$ cat src/pkg/intc_pkg.sv
package intc_pkg;

  // ==========================================================
  // Sizes and vector address
  localparam int NUM_SRC = 4;
  localparam int PC_W = 12;
  localparam int STACK_DEPTH = 4;
  localparam int NUM_EV = 3;
  localparam logic [PC_W-1:0] VECTOR_ADDR = 12'h002;

  // ==========================================================
  // Source positions in the flag and mask fields
  localparam int SRC_EXT = 0;
  localparam int SRC_RX_SYNC = 1;
  localparam int SRC_TX_SYNC = 2;
  localparam int SRC_FRAME_EV = 3;

  // ==========================================================
  // Register byte offsets
  localparam logic [7:0] CTRL_OFS = 8'h00;
  localparam logic [7:0] STAT_OFS = 8'h04;
  localparam logic [7:0] EVT_OFS = 8'h08;
  localparam logic [7:0] EVT_MASK_OFS = 8'h0c;
  localparam logic [7:0] MODE_OFS = 8'h10;

  // ==========================================================
  // Field positions
  localparam int FLAG_LSB = 0;
  localparam int MASK_LSB = 4;
  localparam int ST_GID = 0;
  localparam int ST_LATCH = 1;
  localparam int ST_DEPTH_LSB = 4;
  localparam int ST_TOP_LSB = 16;
  localparam int EV_ACK = 0;
  localparam int EV_OVF = 1;
  localparam int EV_UNF = 2;
  localparam int MODE_COPROC = 0;

  // ==========================================================
  // Values after reset
  localparam logic [NUM_SRC-1:0] MASK_RST = 4'h0;
  localparam logic GID_RST = 1'b1;

  // ==========================================================
  // Carriers
  typedef struct packed {
    logic cyc;
    logic stb;
    logic we;
    logic [7:0] adr;
    logic [3:0] sel;
    logic [31:0] dat;
  } wb_req_t;

  typedef struct packed {
    logic ack;
    logic [31:0] dat;
  } wb_rsp_t;

  typedef struct packed {
    logic fetch_boundary;
    logic enable_insn;
    logic push;
    logic pop;
    logic [PC_W-1:0] pc;
  } seq_req_t;

  typedef struct packed {
    logic sync1;
    logic sync2;
    logic sync3;
    logic flag;
  } flag_state_t;

  typedef struct packed {
    logic [NUM_SRC-1:0] mask;
    logic gid;
    logic latch;
    logic [STACK_DEPTH-1:0][PC_W-1:0] stack;
    logic [2:0] depth;
    logic [NUM_EV-1:0] evt;
    logic [NUM_EV-1:0] evt_mask;
    logic coproc;
    logic wb_ack;
    logic [31:0] rdata;
    logic pc_load;
  } ctl_state_t;

endpackage

$ cat src/hw/src_flag.sv
`timescale 1ns/1ps
module src_flag import intc_pkg::*; #(
  parameter bit PERSIST = 1'b0
) (
  input wire logic i_sys_clk,
  input wire logic i_rstn,
  input wire logic i_src,
  input wire logic i_clear,
  output logic o_flag
);

  flag_state_t s_r;
  flag_state_t s_nxt;
  logic set;

  // ==========================================================
  // Sync and flag
  always_comb begin
    s_nxt = s_r;
    s_nxt.sync1 = i_src;
    s_nxt.sync2 = s_r.sync1;
    s_nxt.sync3 = s_r.sync2;
    // Level sources re-set while active, so a clear cannot stick
    set = PERSIST ? s_r.sync2 : (s_r.sync2 & ~s_r.sync3);
    s_nxt.flag = set | (s_r.flag & ~i_clear);
  end

  always_ff @(posedge i_sys_clk) begin
    if (!i_rstn) begin
      s_r <= '0;
    end else begin
      s_r <= s_nxt;
    end
  end

  assign o_flag = s_r.flag;

  // ==========================================================
  // Checks
  property p_src_sets;
    @(posedge i_sys_clk) disable iff (!i_rstn)
    (!i_src ##1 i_src [*3]) |=> o_flag;
  endproperty
  a_src_sets: assert property (p_src_sets) else $error("Source did not set flag");

  property p_clear;
    @(posedge i_sys_clk) disable iff (!i_rstn)
    (i_clear && !set) |=> !o_flag;
  endproperty
  a_clear: assert property (p_clear) else $error("Flag clear had no effect");

  property p_zero_write;
    @(posedge i_sys_clk) disable iff (!i_rstn)
    (o_flag && !i_clear) |=> o_flag;
  endproperty
  a_zero_write: assert property (p_zero_write) else $error("Flag dropped without clear");

  property p_persist;
    @(posedge i_sys_clk) disable iff (!i_rstn)
    (PERSIST && i_src) [*4] |=> o_flag;
  endproperty
  a_persist: assert property (p_persist) else $error("Active level lost its flag");

endmodule

$ cat src/hw/four_source_interrupt_control.sv
// The Wishbone interface to the registers and the placing of the registers are this design's own decisions.
`timescale 1ns/1ps
module four_source_interrupt_control import intc_pkg::*; (
  input wire logic i_sys_clk,
  input wire logic i_rstn,
  input wb_req_t i_wb,
  output wb_rsp_t o_wb,
  input seq_req_t i_seq,
  input wire logic i_external_interrupt_line,
  input wire logic i_receive_frame_sync,
  input wire logic i_transmit_frame_sync,
  input wire logic i_serial_frame_event,
  input wire logic i_branch_test_input,
  input wire logic i_coproc_interrupt,
  input wire logic i_coproc_branch_test,
  output logic o_branch_test,
  output logic o_int_request,
  output logic o_int_ack,
  output logic o_pc_load,
  output logic [PC_W-1:0] o_pc_vector,
  output logic [PC_W-1:0] o_stack_top,
  output logic o_irq
);

  ctl_state_t s_r;
  ctl_state_t s_nxt;
  logic [NUM_SRC-1:0] src;
  logic [NUM_SRC-1:0] flags;
  logic [NUM_SRC-1:0] clr_flags;
  logic access;
  logic wr;
  logic take;
  logic pending;
  logic [NUM_EV-1:0] ev_set;
  logic [31:0] rd;

  // ==========================================================
  // Source selection
  // Coprocessor mode takes the line from the port, not the pin
  always_comb begin
    src = '0;
    src[SRC_EXT] = s_r.coproc ? i_coproc_interrupt : i_external_interrupt_line;
    src[SRC_RX_SYNC] = i_receive_frame_sync;
    src[SRC_TX_SYNC] = i_transmit_frame_sync;
    src[SRC_FRAME_EV] = i_serial_frame_event;
  end

  assign o_branch_test = s_r.coproc ? i_coproc_branch_test : i_branch_test_input;

  // ==========================================================
  // Per-source flags
  genvar g;
  generate
    for (g = 0; g < NUM_SRC; g++) begin : g_flag
      src_flag #(
        .PERSIST(g == SRC_EXT)
      ) u_flag (
        .i_sys_clk(i_sys_clk),
        .i_rstn(i_rstn),
        .i_src(src[g]),
        .i_clear(clr_flags[g]),
        .o_flag(flags[g])
      );
    end
  endgenerate

  // ==========================================================
  // Control logic
  assign access = i_wb.cyc & i_wb.stb & ~s_r.wb_ack;
  assign wr = access & i_wb.we & i_wb.sel[0];
  assign pending = |(flags & s_r.mask);
  assign take = s_r.latch & ~s_r.gid & i_seq.fetch_boundary;

  always_comb begin
    rd = '0;
    case (i_wb.adr)
      CTRL_OFS: begin
        rd[FLAG_LSB +: NUM_SRC] = flags;
        rd[MASK_LSB +: NUM_SRC] = s_r.mask;
      end
      STAT_OFS: begin
        rd[ST_GID] = s_r.gid;
        rd[ST_LATCH] = s_r.latch;
        rd[ST_DEPTH_LSB +: 3] = s_r.depth;
        rd[ST_TOP_LSB +: PC_W] = s_r.stack[0];
      end
      EVT_OFS: begin
        rd[NUM_EV-1:0] = s_r.evt;
      end
      EVT_MASK_OFS: begin
        rd[NUM_EV-1:0] = s_r.evt_mask;
      end
      MODE_OFS: begin
        rd[MODE_COPROC] = s_r.coproc;
      end
      default: begin
        rd = '0;
      end
    endcase
  end

  always_comb begin
    s_nxt = s_r;
    clr_flags = '0;
    ev_set = '0;
    s_nxt.wb_ack = access;
    s_nxt.pc_load = take;
    if (access) begin
      s_nxt.rdata = rd;
    end
    if (wr) begin
      case (i_wb.adr)
        CTRL_OFS: begin
          s_nxt.mask = i_wb.dat[MASK_LSB +: NUM_SRC];
          clr_flags = i_wb.dat[FLAG_LSB +: NUM_SRC];
        end
        EVT_OFS: begin
          s_nxt.evt = s_r.evt & ~i_wb.dat[NUM_EV-1:0];
        end
        EVT_MASK_OFS: begin
          s_nxt.evt_mask = i_wb.dat[NUM_EV-1:0];
        end
        MODE_OFS: begin
          s_nxt.coproc = i_wb.dat[MODE_COPROC];
        end
        default: begin
          s_nxt.coproc = s_r.coproc;
        end
      endcase
    end
    // Master latch: acknowledge clears it, a waiting source re-arms it
    if (take) begin
      s_nxt.latch = 1'b0;
    end else if (pending) begin
      s_nxt.latch = 1'b1;
    end
    if (i_seq.enable_insn) begin
      s_nxt.gid = 1'b0;
    end
    if (take) begin
      s_nxt.gid = 1'b1;
    end
    // Stack: the deepest entry falls off on overflow
    if (take || i_seq.push) begin
      s_nxt.stack = {s_r.stack[STACK_DEPTH-2:0], i_seq.pc};
      if (s_r.depth == 3'(STACK_DEPTH)) begin
        ev_set[EV_OVF] = 1'b1;
      end else begin
        s_nxt.depth = s_r.depth + 3'h1;
      end
    end else if (i_seq.pop) begin
      s_nxt.stack = {s_r.stack[STACK_DEPTH-1], s_r.stack[STACK_DEPTH-1:1]};
      if (s_r.depth == 3'h0) begin
        ev_set[EV_UNF] = 1'b1;
      end else begin
        s_nxt.depth = s_r.depth - 3'h1;
      end
    end
    ev_set[EV_ACK] = take;
    // Hardware set beats a same-cycle software clear
    s_nxt.evt = s_nxt.evt | ev_set;
  end

  always_ff @(posedge i_sys_clk) begin
    if (!i_rstn) begin
      s_r <= '0;
      s_r.mask <= MASK_RST;
      s_r.gid <= GID_RST;
    end else begin
      s_r <= s_nxt;
    end
  end

  // ==========================================================
  // Outputs
  assign o_wb.ack = s_r.wb_ack;
  assign o_wb.dat = s_r.rdata;
  assign o_int_request = s_r.latch & ~s_r.gid;
  assign o_int_ack = take;
  assign o_pc_load = s_r.pc_load;
  assign o_pc_vector = VECTOR_ADDR;
  assign o_stack_top = s_r.stack[0];
  assign o_irq = |(s_r.evt & s_r.evt_mask);

  // ==========================================================
  // Checks
  property p_mask_write;
    @(posedge i_sys_clk) disable iff (!i_rstn)
    (wr && i_wb.adr == CTRL_OFS) |=> (s_r.mask == $past(i_wb.dat[7:4]));
  endproperty
  a_mask_write: assert property (p_mask_write) else $error("Mask write lost");

  property p_flag_read;
    @(posedge i_sys_clk) disable iff (!i_rstn)
    (access && !i_wb.we && i_wb.adr == CTRL_OFS) |=> (o_wb.dat[3:0] == $past(flags));
  endproperty
  a_flag_read: assert property (p_flag_read) else $error("Flag read mismatch");

  property p_latch_cause;
    @(posedge i_sys_clk) disable iff (!i_rstn)
    $rose(s_r.latch) |-> $past(pending);
  endproperty
  a_latch_cause: assert property (p_latch_cause) else $error("Latch set with no source");

  property p_enable;
    @(posedge i_sys_clk) disable iff (!i_rstn)
    (i_seq.enable_insn && !take) |=> !s_r.gid;
  endproperty
  a_enable: assert property (p_enable) else $error("Enable did not clear disable");

  property p_latch_set;
    @(posedge i_sys_clk) disable iff (!i_rstn)
    (pending && !take) |=> s_r.latch;
  endproperty
  a_latch_set: assert property (p_latch_set) else $error("Request did not set latch");

  property p_ack_seq;
    @(posedge i_sys_clk) disable iff (!i_rstn)
    take |=> (!s_r.latch && s_r.gid && !o_int_request);
  endproperty
  a_ack_seq: assert property (p_ack_seq) else $error("Acknowledge state wrong");

  property p_push;
    @(posedge i_sys_clk) disable iff (!i_rstn)
    take |=> (o_stack_top == $past(i_seq.pc) && s_r.stack[1] == $past(s_r.stack[0]));
  endproperty
  a_push: assert property (p_push) else $error("Return address not pushed");

  property p_vector;
    @(posedge i_sys_clk) disable iff (!i_rstn)
    take |=> (o_pc_load && o_pc_vector == 12'h002) ##1 !o_pc_load;
  endproperty
  a_vector: assert property (p_vector) else $error("Vector load wrong");

  property p_coproc;
    @(posedge i_sys_clk) disable iff (!i_rstn)
    s_r.coproc |-> (src[SRC_EXT] == i_coproc_interrupt && o_branch_test == i_coproc_branch_test);
  endproperty
  a_coproc: assert property (p_coproc) else $error("Coprocessor routing wrong");

  property p_depth;
    @(posedge i_sys_clk) disable iff (!i_rstn)
    (take && s_r.depth < 3'h4) |=> (s_r.depth == $past(s_r.depth) + 3'h1) && s_r.depth <= 3'h4;
  endproperty
  a_depth: assert property (p_depth) else $error("Stack depth wrong");

  property p_gated;
    @(posedge i_sys_clk) disable iff (!i_rstn)
    (o_int_ack |-> !s_r.gid) and ((!pending && !s_r.latch) |=> !s_r.latch);
  endproperty
  a_gated: assert property (p_gated) else $error("Masked or disabled request taken");

  property p_pc_load_pulse;
    @(posedge i_sys_clk) disable iff (!i_rstn)
    o_pc_load |=> !o_pc_load;
  endproperty
  a_pc_load_pulse: assert property (p_pc_load_pulse) else $error("Vector load too long");

  property p_pc_load_cause;
    @(posedge i_sys_clk) disable iff (!i_rstn)
    o_pc_load |-> $past(take);
  endproperty
  a_pc_load_cause: assert property (p_pc_load_cause) else $error("Vector load with no ack");

  property p_ack_needs_latch;
    @(posedge i_sys_clk) disable iff (!i_rstn)
    o_int_ack |-> (s_r.latch && i_seq.fetch_boundary);
  endproperty
  a_ack_needs_latch: assert property (p_ack_needs_latch) else $error("Ack with no request");

  property p_disable_hold;
    @(posedge i_sys_clk) disable iff (!i_rstn)
    (s_r.gid && !i_seq.enable_insn) |=> s_r.gid;
  endproperty
  a_disable_hold: assert property (p_disable_hold) else $error("Disable bit dropped");

  property p_latch_hold;
    @(posedge i_sys_clk) disable iff (!i_rstn)
    (s_r.latch && !take) |=> s_r.latch;
  endproperty
  a_latch_hold: assert property (p_latch_hold) else $error("Latch lost before ack");

  property p_ack_event;
    @(posedge i_sys_clk) disable iff (!i_rstn)
    take |=> s_r.evt[EV_ACK];
  endproperty
  a_ack_event: assert property (p_ack_event) else $error("Ack event not recorded");

  property p_overflow;
    @(posedge i_sys_clk) disable iff (!i_rstn)
    ((take || i_seq.push) && s_r.depth == 3'h4) |=> (s_r.evt[EV_OVF] && s_r.depth == 3'h4);
  endproperty
  a_overflow: assert property (p_overflow) else $error("Stack overflow wrong");

  property p_pop;
    @(posedge i_sys_clk) disable iff (!i_rstn)
    (i_seq.pop && !i_seq.push && !take && s_r.depth != 3'h0)
      |=> (s_r.depth == $past(s_r.depth) - 3'h1);
  endproperty
  a_pop: assert property (p_pop) else $error("Pop depth wrong");

  property p_underflow;
    @(posedge i_sys_clk) disable iff (!i_rstn)
    (i_seq.pop && !i_seq.push && !take && s_r.depth == 3'h0)
      |=> (s_r.evt[EV_UNF] && s_r.depth == 3'h0);
  endproperty
  a_underflow: assert property (p_underflow) else $error("Stack underflow wrong");

  property p_pin_route;
    @(posedge i_sys_clk) disable iff (!i_rstn)
    !s_r.coproc |-> (src[SRC_EXT] == i_external_interrupt_line
      && o_branch_test == i_branch_test_input);
  endproperty
  a_pin_route: assert property (p_pin_route) else $error("Pin routing wrong");

  property p_stat_read;
    @(posedge i_sys_clk) disable iff (!i_rstn)
    (access && !i_wb.we && i_wb.adr == STAT_OFS)
      |=> (o_wb.dat[0] == $past(s_r.gid) && o_wb.dat[1] == $past(s_r.latch));
  endproperty
  a_stat_read: assert property (p_stat_read) else $error("Status read mismatch");

  property p_mask_read;
    @(posedge i_sys_clk) disable iff (!i_rstn)
    (access && !i_wb.we && i_wb.adr == CTRL_OFS) |=> (o_wb.dat[7:4] == $past(s_r.mask));
  endproperty
  a_mask_read: assert property (p_mask_read) else $error("Mask read mismatch");

  property p_mask_hold;
    @(posedge i_sys_clk) disable iff (!i_rstn)
    !(wr && i_wb.adr == CTRL_OFS) |=> (s_r.mask == $past(s_r.mask));
  endproperty
  a_mask_hold: assert property (p_mask_hold) else $error("Mask changed unasked");

endmodule

$ cat config.mk
export PLATFORM = sky130hd
export DESIGN_NAME = four_source_interrupt_control
export DESIGN_NICKNAME = d
export VERILOG_FILES = /design/src/pkg/intc_pkg.sv /design/src/hw/src_flag.sv /design/src/hw/four_source_interrupt_control.sv
export SDC_FILE = /design/constraint.sdc
export NUM_CORES = 1
export LEC_CHECK = 0
export BUFFER_PORTS_ARGS = -buffer_cell sky130_fd_sc_hd__buf_2
export CAP_MARGIN = 40
export CORE_MARGIN = 10
export CORE_UTILIZATION = 25
export CTS_CLUSTER_DIAMETER = 120
export DETAILED_ROUTE_END_ITERATION = 8
export PLACE_DENSITY = 0.52
export SLEW_MARGIN = 20
export SYNTH_ARGS = -nofsm -noshare
export SYNTH_HDL_FRONTEND = slang
export SYNTH_SLANG_ARGS = --single-unit
export TNS_END_PERCENT = 100
$ cat constraint.sdc
create_clock -name i_sys_clk -period 3.8 [get_ports i_sys_clk]
set_clock_uncertainty 0.05 [all_clocks]
set_input_delay 0.38 -clock i_sys_clk [delete_from_list [all_inputs] [get_ports i_sys_clk]]
set_output_delay 0.38 -clock i_sys_clk [all_outputs]
set_load 0.005 [all_outputs]
# --- Word-level counts from Yosys, hierarchy flattened ---
# Cells that the tools add are included.
classes:
  bitwise: 32
  eq_ne: 7
  mul: 0
  n_div: 0
  muxes: 24
  n_reduce_logical: 11
  add_sub_neg: 2
  n_lt_le_gt_ge: 0
  n_shift: 0
op_table:
  columns: ["op", "count"]
  rows:
  - ["51-bit 2-to-1 mux", 1]
  - ["39-bit 2-to-1 mux", 1]
  - ["8-bit by 4-bit == test with 1-bit output (second input constant)", 2]
  - ["1-bit bitwise AND", 13]
  - ["12-bit 2-to-1 mux", 1]
  - ["3-bit 2-to-1 mux", 4]
  - ["1-bit 2-to-1 mux", 10]
  - ["1-bit inverter", 10]
  - ["8-bit by 3-bit == test with 1-bit output (second input constant)", 1]
  - ["8-bit by 5-bit == test with 1-bit output (second input constant)", 1]
  - ["8-bit logical NOT", 1]
  - ["4-bit 2-to-1 mux", 2]
  - ["7-bit 2-to-1 mux", 1]
  - ["3-bit bitwise AND", 2]
  - ["3-bit case mux with 2 select lines", 1]
  - ["2-bit AND reduction", 3]
  - ["1-bit case mux with 5 select lines", 1]
  - ["4-bit bitwise AND", 1]
  - ["2-bit != test (second input constant)", 2]
  - ["1-bit bitwise OR", 4]
  - ["1-bit case mux with 4 select lines", 1]
  - ["4-bit OR reduction", 1]
  - ["3-bit by 1-bit adder with 3-bit output (second input constant)", 1]
  - ["3-bit == test (second input constant)", 1]
  - ["10 further kinds", 10]
word_totals:
  mem_bits_ro: 0
  reg_bits: 101
  in_bits: 72
  mem_count: 0
  out_inout_bits: 62
  elab_cells: 105
  latchBits: 0
  mem_bits_rw: 0

# --- Depth between registers and ports, before layout ---
# Gate-level depths: netlist of run 1.
depth:
  ltp_word: 8
  ltp_mapped: 9
  mapped_depth_nobuf: 8

# --- Modules after synthesis ---
# Synthesis of run 1 repeated with hierarchy kept, for this count alone.
unflattened:
  cells_unflattened: 501
  area_unflattened_um2: 4609.4
by_module_without_submodules:
  columns: ["mod", "area_each_um2", "seq_area_each_um2", "n_inst", "cells_each"]
  rows:
  - ["four_source_interrupt_control", 4147.7, 1721.7, 1, 464]
  - ["src_flag (g_flag[1].u_flag ...)", 122.6, 80.1, 3, 10]
  - ["src_flag (g_flag[0].u_flag)", 93.8, 60.1, 1, 7]

# --- Least setup slack after synthesis of run 1 ---
# OpenSTA, ideal clock, no wires.
synth_timing:
  path_type: "reg-to-reg"
  from: "reg s_r[93] (netlist name)"
  to: "reg s_r[43] (netlist name)"
  t_required_ns: 3.617
  slack_ns: 1.749
  n_path_buf: 1
  synth_period_minus_slack_ns: 2.051
  path_stages_with_launch: 9
  arrival_time_ns: 1.868
  setup_time_ns: 0.133
  path_cell_list: "dfxtp_1 nand3b_2 inv_1 nor2_2 inv_2 buf_2 fa_1 o311ai_0 a31oi_1"
synth_via:
  elab_chain_len: 6
  word_cells_on_any_way: 9
  classes_between: "eq/ne: 2; mux: 1; bitwise: 3; reduce/logical: 3"
synth_lines:
  columns: ["element", "line_no", "text"]
  rows:
  - ["start, declared", "four_source_interrupt_control.sv:25", "ctl_state_t s_r;"]
  - ["start signal, assigned", "four_source_interrupt_control.sv:170", "s_r <= s_nxt;"]
  - ["1-bit inverter (*)", "four_source_interrupt_control.sv:72", "assign take = s_r.latch & ~s_r.gid & i_seq.fetch_boundary;"]
  - ["1-bit bitwise AND (*) (2 in series)", "four_source_interrupt_control.sv:72", null]
  - ["via o_int_ack", "four_source_interrupt_control.sv:18", "output logic o_int_ack,"]
  - ["1-bit logical OR (*)", "four_source_interrupt_control.sv:144", "if (take || i_seq.push) begin"]
  - ["2-bit != test (no line) / 2-bit nonzero test (equally long branches)", null, null]
  - ["3-bit AND reduction (no line)", null, null]
# The timed path passes the listed nets; every way through them passes the cells marked *. The select of a mux whose other input is x is not followed.
# A chain may end at the register's enable or synchronous reset.

# --- Worst setup path in the final report of run 1 ---
layout_timing:
  from: "reg s_r[93] (netlist name)"
  to: "reg s_r[43] (netlist name)"
layout_via:
  elab_chain_len: 6
  word_cells_on_any_way: 9
  classes_between: "eq/ne: 2; mux: 1; bitwise: 3; reduce/logical: 3"
layout_lines:
  columns: ["element", "line_no"]
  rows:
  - ["1-bit inverter (*)", "four_source_interrupt_control.sv:72"]
  - ["1-bit bitwise AND (*) (2 in series)", "four_source_interrupt_control.sv:72"]
  - ["1-bit logical OR (*)", "four_source_interrupt_control.sv:144"]
  - ["2-bit != test (no line) / 2-bit nonzero test (equally long branches)", null]
  - ["3-bit AND reduction (no line)", null]
# Mark *: on every way between the ends. The rest lies on a longest branch, timed or not. The select of a mux whose other input is x is not followed.

==> results of run 1 <==
==> worst max-delay path by stage <==
stage	end	depth (start not counted)	slack [ps]
floorplan	s_r[43]	8	1750
global placement	s_r[43]	9	1540
detailed placement	s_r[43]	9	1490
CTS	s_r[43]	8	1470
global route	s_r[43]	8	1290
finish	s_r[43]	8	1490
==> synthesized netlist by cell type (all sizes together) (3+ instances only) <==
cell type / n / area share, %
o21ai: 9 / 0.96
mux2i: 48 / 10
or4: 4 / 0.72
dfxtp: 101 / 43
inv: 8 / 0.64
a211oi: 37 / 6.0
clkbuf: 21 / 2.1
a21oi: 25 / 2.7
a22oi: 12 / 2.0
nand3: 7 / 0.75
nor2b: 7 / 0.94
buf: 70 / 11
a31oi: 5 / 0.67
and2: 11 / 1.5
nand2: 51 / 4.2
nor4: 3 / 1.4
nor2: 58 / 4.7
==> registers in the layout (all words and copies together) (netlist names) <==
signal,flops
g_flag.u_flag.s_nxt,7
s_r,52
o_pc_load,1
o_wb,21
g_flag.u_flag.s_r,3
g_flag.u_flag.o_flag,4
o_stack_top,12
g_flag.u_flag.set,1
==> per-layer routing <==
layer | wire length [µm] | vias to the layer above
met4 | 167 | 0
met1 | 4950 | 1663
li1 | - | 1752
met5 | 0 | -
met3 | 614 | 8
met2 | 5350 | 71
==> cell type report <==
class / count / area (µm²) / share of cell area [%]
Inverter: 8 / 30.0 / 0.577
Sequential cell: 101 / 2020 / 38.9
Multi-Input combinational cell: 332 / 2100 / 40.4
Tap cell: 229 / 287 / 5.51
Clock inverter: 4 / 31.3 / 0.601
Clock buffer: 12 / 267 / 5.12
Timing Repair Buffer: 87 / 460 / 8.85
Antenna cell: 1 / 2.50 / 0.0481
==> through the flow <==
stage | instances | hold WS (ps) | power [mW]
after global routing | 773 | 189 | 2.38
after CTS | 772 | 179 | 2.30
after detailed placement | 756 | 372 | 1.40
after floorplan | 532 | 362 | 1.35
final | 774 | 189 | 2.28
after global placement | 756 | 364 | 1.39
==> critical path, cell delays in order (launching register included) <==
cell	delay (ps)
dfxtp_1	340
nand3b_2	300
inv_1	270
nor2_4	50
inv_2	310
fa_1	290
nand3_1	90
or3_1	370
a31oi_1	170
==> logic make-up after synthesis <==
kind of cell    Yosys count  share of synthesized area [%]
fa+ha+maj                 1                          0.429
buf+inv                  99                           13.5
mux                      52                           11.7
compound gates           98                           14.2
other cells               2                          0.161
simple gates            156                           16.5
flops                   101                           43.3
xor+xnor                  1                          0.188
==> power by group through the flow <==
stage          clock [mW]  sequential (mW)  combinational [mW]
2_1_floorplan           0             1.16               0.197
3_5_place_dp            0             1.17               0.227
6_report            0.899             1.15               0.229
5_1_grt             0.969             1.16               0.258
3_3_place_gp            0             1.17               0.219
4_1_cts             0.920             1.15               0.228
==> impl_metrics.py, run 1 <==
metrics = {
    "status": {
        "status": "completed",
    },
    "cts": {
        "cts_root_buf": "clkbuf_16",
        "clk_latency_ps": 350,
        "cts_resized": 0,
        "cts_num_sinks": 101,
        "htree_levels": 3,
        "post-cts-setup-buffer-count": 0,
        "cts_inserted_buffers": 9,
        "path_clk_slew_ps": 70,
        "cts_hold_repair.buffers": 0,
        "cts_tree": "done",
        "ctsLongestPathBuffers": 2,
    },
    "global_routing": {
        "use_met2_pct": 14.7,
        "antenna_found_initial": 1,
        "met3_usage_pct": 2.60,
        "grt-busiest-layer": "met2",
        "grt_remaining_overflow": 0,
        "grt_first_pass_wirelength_um": 17600,
        "grt_util_met1_pct": 10.5,
        "grt_use_total_pct": 8.85,
        "grt_pass1_vias": 3402,
        "grt_max_degree": 87,
    },
    "routing": {
        "via_per_inst": 4.51,
        "drt_iter0_drc": 189,
        "route.final.wire_length_um": 11100,
        "drtAntennaViolNets": 0,
        "wl_per_cell_um": 14.3,
        "num_vias": 3494,
        "drtPass1Iterations": 5,
        "drcViolationCount": 0,
    },
    "floorplanning": {
        "start_util_pct": 25.7,
        "rows": 49,
        "die_area_um2": 24500,
        "die_w_um": 157,
        "die_h_um": 157,
        "io-pin-count": 134,
        "core_um2": 18100,
    },
    "power": {
        "p_per_area_nw_per_um2": 438,
        "peakVddDrop_uv": 250,
        "seqPwrFrac_pct": 50.5,
        "netSwitchingFraction_pct": 25.2,
        "power_leakage_nw": 2.14,
        "switchingPower_uw": 573,
        "power.share.clock_pct": 39.5,
        "comb_power_share_pct": 10.0,
        "p_int_mw": 1.70,
    },
    "sta": {
        "slew_violations": 0,
        "setup_violations": 0,
        "relSlewSlack_pct": 46.5,
        "fin_crit_ps": 2310,
        "worst_slew_pin_slew_ps": 802,
        "setup_tns_ps": 0,
        "rsz0062_at_grt": "no",
        "hold_viol": 0,
        "setup_ws_ps": 1490,
        "fmax_mhz": 433,
        "fin_crit_sh_pct": 60.7,
    },
    "critical_path": {
        "crit_arrival_ps": 2520,
        "cp-end-kind": "flip-flop",
        "path_class": "reg -> reg",
        "worst_r2r_path_depth": 8,
        "cp.required_ps": 4010,
        "crit_path_max_fanout": 19,
        "ff2ff_setup_slack_ps": 1490,
        "r2r_end": "s_r[43]",
        "crit_start": "s_r[93]",
        "rr_startpoint": "s_r[93]",
        "critPathLaunchType": "flip-flop",
    },
    "place": {
        "gp_congestion": 0.818,
        "place_area_um2": 4880,
        "hpwl_um": 8220,
        "place_ws_ps": 1490,
        "io_buffer_count": 82,
    },
    "cells_and_area": {
        "nFillCells": 1939,
        "nets": 612,
        "area_growth_pct": 11.4,
        "final_area_um2": 5200,
        "drive_gt1_share_pct": 21.7,
        "final_util_pct": 28.7,
        "final_common_cell": "dfxtp_1",
        "mostFrequentLayoutCells": "dfxtp_1 (101), buf_2 (82), nor2_1 (57), nand2_1 (50), mux2i_1 (48)",
    },
    "synth": {
        "synthFlopType": "dfxtp_1",
        "synth_enable_flop_cells": 0,
        "yosys.cell_types.count": 50,
        "synth.ff_latch_count": 101,
        "syn_area_um2": 4670,
        "syn_inst": 510,
        "yosysWarnings": 0,
        "seq_area_frac_synth_pct": 43.3,
        "syn_area_per_cell_um2": 9.15,
        "ys_async_sr_fraction_pct": 0,
    },
    "min_path": {
        "worstHoldStart": "i_receive_frame_sync",
        "hold_path_end": "g_flag[1].u_flag.s_nxt[2]",
        "whs_path_depth": 2,
        "hold_class": "in -> reg",
    },
    "job": {
        "maxCapViolCount": 0,
    },
}
Note: power is estimated with default switching activity, not from simulation.
==> run 2: changes to the inputs <==
clock period = 2.2 ns   (was 3.8 ns; I/O delays follow)
==> run 2 against run 1 <==
Sequential power rose by 72%. First-iteration DRC count is 10% higher. Clock-buffer cell count fell by 3. Largest power group unchanged. Critical path type unchanged. Highest routed layer unchanged. Critical endpoint unchanged.
==> impl_metrics.py, run 2 (synthesized netlist as in run 1, its figures left out) <==
metrics = {
    "cts": {
        "post-cts-setup-buffer-count": 0,
        "path_clk_slew_ps": 70,
        "cts_hold_repair.buffers": 0,
        "cts_resized": 0,
        "ctsLongestPathBuffers": 2,
        "clk_latency_ps": 340,
        "cts_tree": "done",
        "htree_levels": 3,
        "cts_num_sinks": 101,
        "cts_inserted_buffers": 9,
        "cts_root_buf": "clkbuf_16",
    },
    "critical_path": {
        "cp.required_ps": 2370,
        "crit_arrival_ps": 2060,
        "crit_family": "compound AO/OA/AOI/OAI gates",
        "cpMaxStageDelayCell": "fa_1",
        "cp-end-kind": "flip-flop",
        "worstPathCellList": "nand3b_2 > inv_1 > nor2_4 > inv_2 > fa_1 > o311ai_0 > a31oi_1",
        "crit_path_max_fanout": 5,
        "path_class": "reg -> reg",
        "cp_slowest_stage_delay_ps": 390,
        "critPathLaunchType": "flip-flop",
        "critPathBufInv": 2,
    },
    "sta": {
        "fin_crit_sh_pct": 86.1,
        "relSlewSlack_pct": 55.9,
        "fin_crit_ps": 1890,
        "whs_ps": 33.4,
        "hold_viol": 0,
        "rsz0062_at_grt": "no",
        "setup_tns_ps": 0,
        "slew_violations": 0,
        "setup_violations": 0,
        "setup_ws_ps": 305,
        "worst_slew_pin_slew_ps": 653,
        "fmax_mhz": 528,
    },
    "routing": {
        "route.final.wire_length_um": 11100,
        "dr_wl_met3_um": 638,
        "via_per_inst": 4.52,
        "drtPass1Iterations": 4,
        "drt-met1-wl_um": 4890,
        "num_vias": 3513,
        "wl_per_cell_um": 14.3,
        "met2_length_um": 5420,
        "highest_layer": "met4",
        "drt_iter0_drc": 208,
        "drtAntennaViolNets": 0,
        "drcViolationCount": 0,
    },
    "cells_and_area": {
        "nets": 616,
        "largest_register": "s_r",
        "final_common_cell": "dfxtp_1",
        "mostFrequentLayoutCells": "dfxtp_1 (101), buf_2 (82), nor2_1 (57), nand2_1 (50), mux2i_1 (48)",
        "largest_register_ffs": 52,
        "drive_gt1_share_pct": 22.3,
        "area_growth_pct": 12.9,
    },
    "global_routing": {
        "grt_first_pass_wirelength_um": 17800,
        "grt_remaining_overflow": 0,
        "antenna_found_initial": 1,
        "grt_max_degree": 87,
        "grt_use_total_pct": 9.03,
        "grt_pass1_vias": 3383,
    },
    "power": {
        "peakVddDrop_uv": 383,
        "p_per_area_nw_per_um2": 776,
        "power_leakage_nw": 2.18,
    },
    "place": {
        "io_buffer_count": 82,
        "place_ws_ps": 299,
        "hpwl_um": 8210,
        "gp_congestion": 0.832,
    },
    "job": {
        "maxCapViolCount": 0,
    },
    "floorplanning": {
        "io-pin-count": 134,
        "start_util_pct": 25.7,
        "rows": 49,
        "die_w_um": 157,
        "core_um2": 18100,
        "die_area_um2": 24500,
        "die_h_um": 157,
    },
    "status": {
        "status": "completed",
    },
    "min_path": {
        "hold_class": "in -> reg",
    },
}
-- run 2: cell count changes in the layout (fill, tap and decap cells not counted) --
| cell | previous run | this run |
|---|---|---|
| buf_4 | 4 | 7 |
| clkbuf_8 | 3 | 0 |
| clkinv_4 | 3 | 0 |
| bufinv_16 | 0 | 2 |
| buf_12 | 1 | 2 |
| clkinv_2 | 1 | 2 |
| clkinvlp_4 | 0 | 1 |
| inv_6 | 0 | 1 |
| inv_8 | 0 | 1 |
-- run 2: final timing paths --
path / startpoint / endpoint / slack [ps] / depth (start not counted)
setup reg to reg: s_r[93] / s_r[43] / 310 / 7
setup / recovery: s_r[93] / s_r[43] / 310 / 7
hold / removal: i_receive_frame_sync / g_flag[1].u_flag.s_nxt[2] / 30 / 2
hold reg to reg: g_flag[0].u_flag.s_nxt[2] / g_flag[0].u_flag.set / 380 / 1
-- run 2: routing by layer --
layer	GRT usage, %	vias up
li1	-	1766
met2	15.3	80
met3	2.41	12
met1	10.6	1655
met5	0	-
met4	3.64	0
-- run 2: through the flow --
step / area [µm²] / util (%) / power, mW / cells
after global placement: 4940 / 27.2 / 2.41 / 761
after detailed placement: 4940 / 27.2 / 2.42 / 761
after floorplan: 4750 / - / 2.34 / 532
after global routing: 5270 / 29.0 / 4.27 / 777
after CTS: 5270 / 29.0 / 4.14 / 777
final: 5270 / 29.0 / 4.09 / 778
-- run 2: area by class of cell --
cell class	instances	area, µm²
flip-flops and latches	101	2020
clock inverters	7	97.6
clock buffers	9	225
fillers	1919	12900
inverters	8	30.0
diodes	1	2.50
multi-input cells	332	2100
well taps	229	287
repair buffers	91	503
-- run 2: power by group --
group          leakage, nW  total, mW  internal [mW]  switching, mW
Sequential           0.827       1.98           1.91         0.0718
Clock                0.158       1.71           1.00          0.703
Combinational         1.19      0.398          0.171          0.227
Total                 2.18       4.09           3.09           1.00
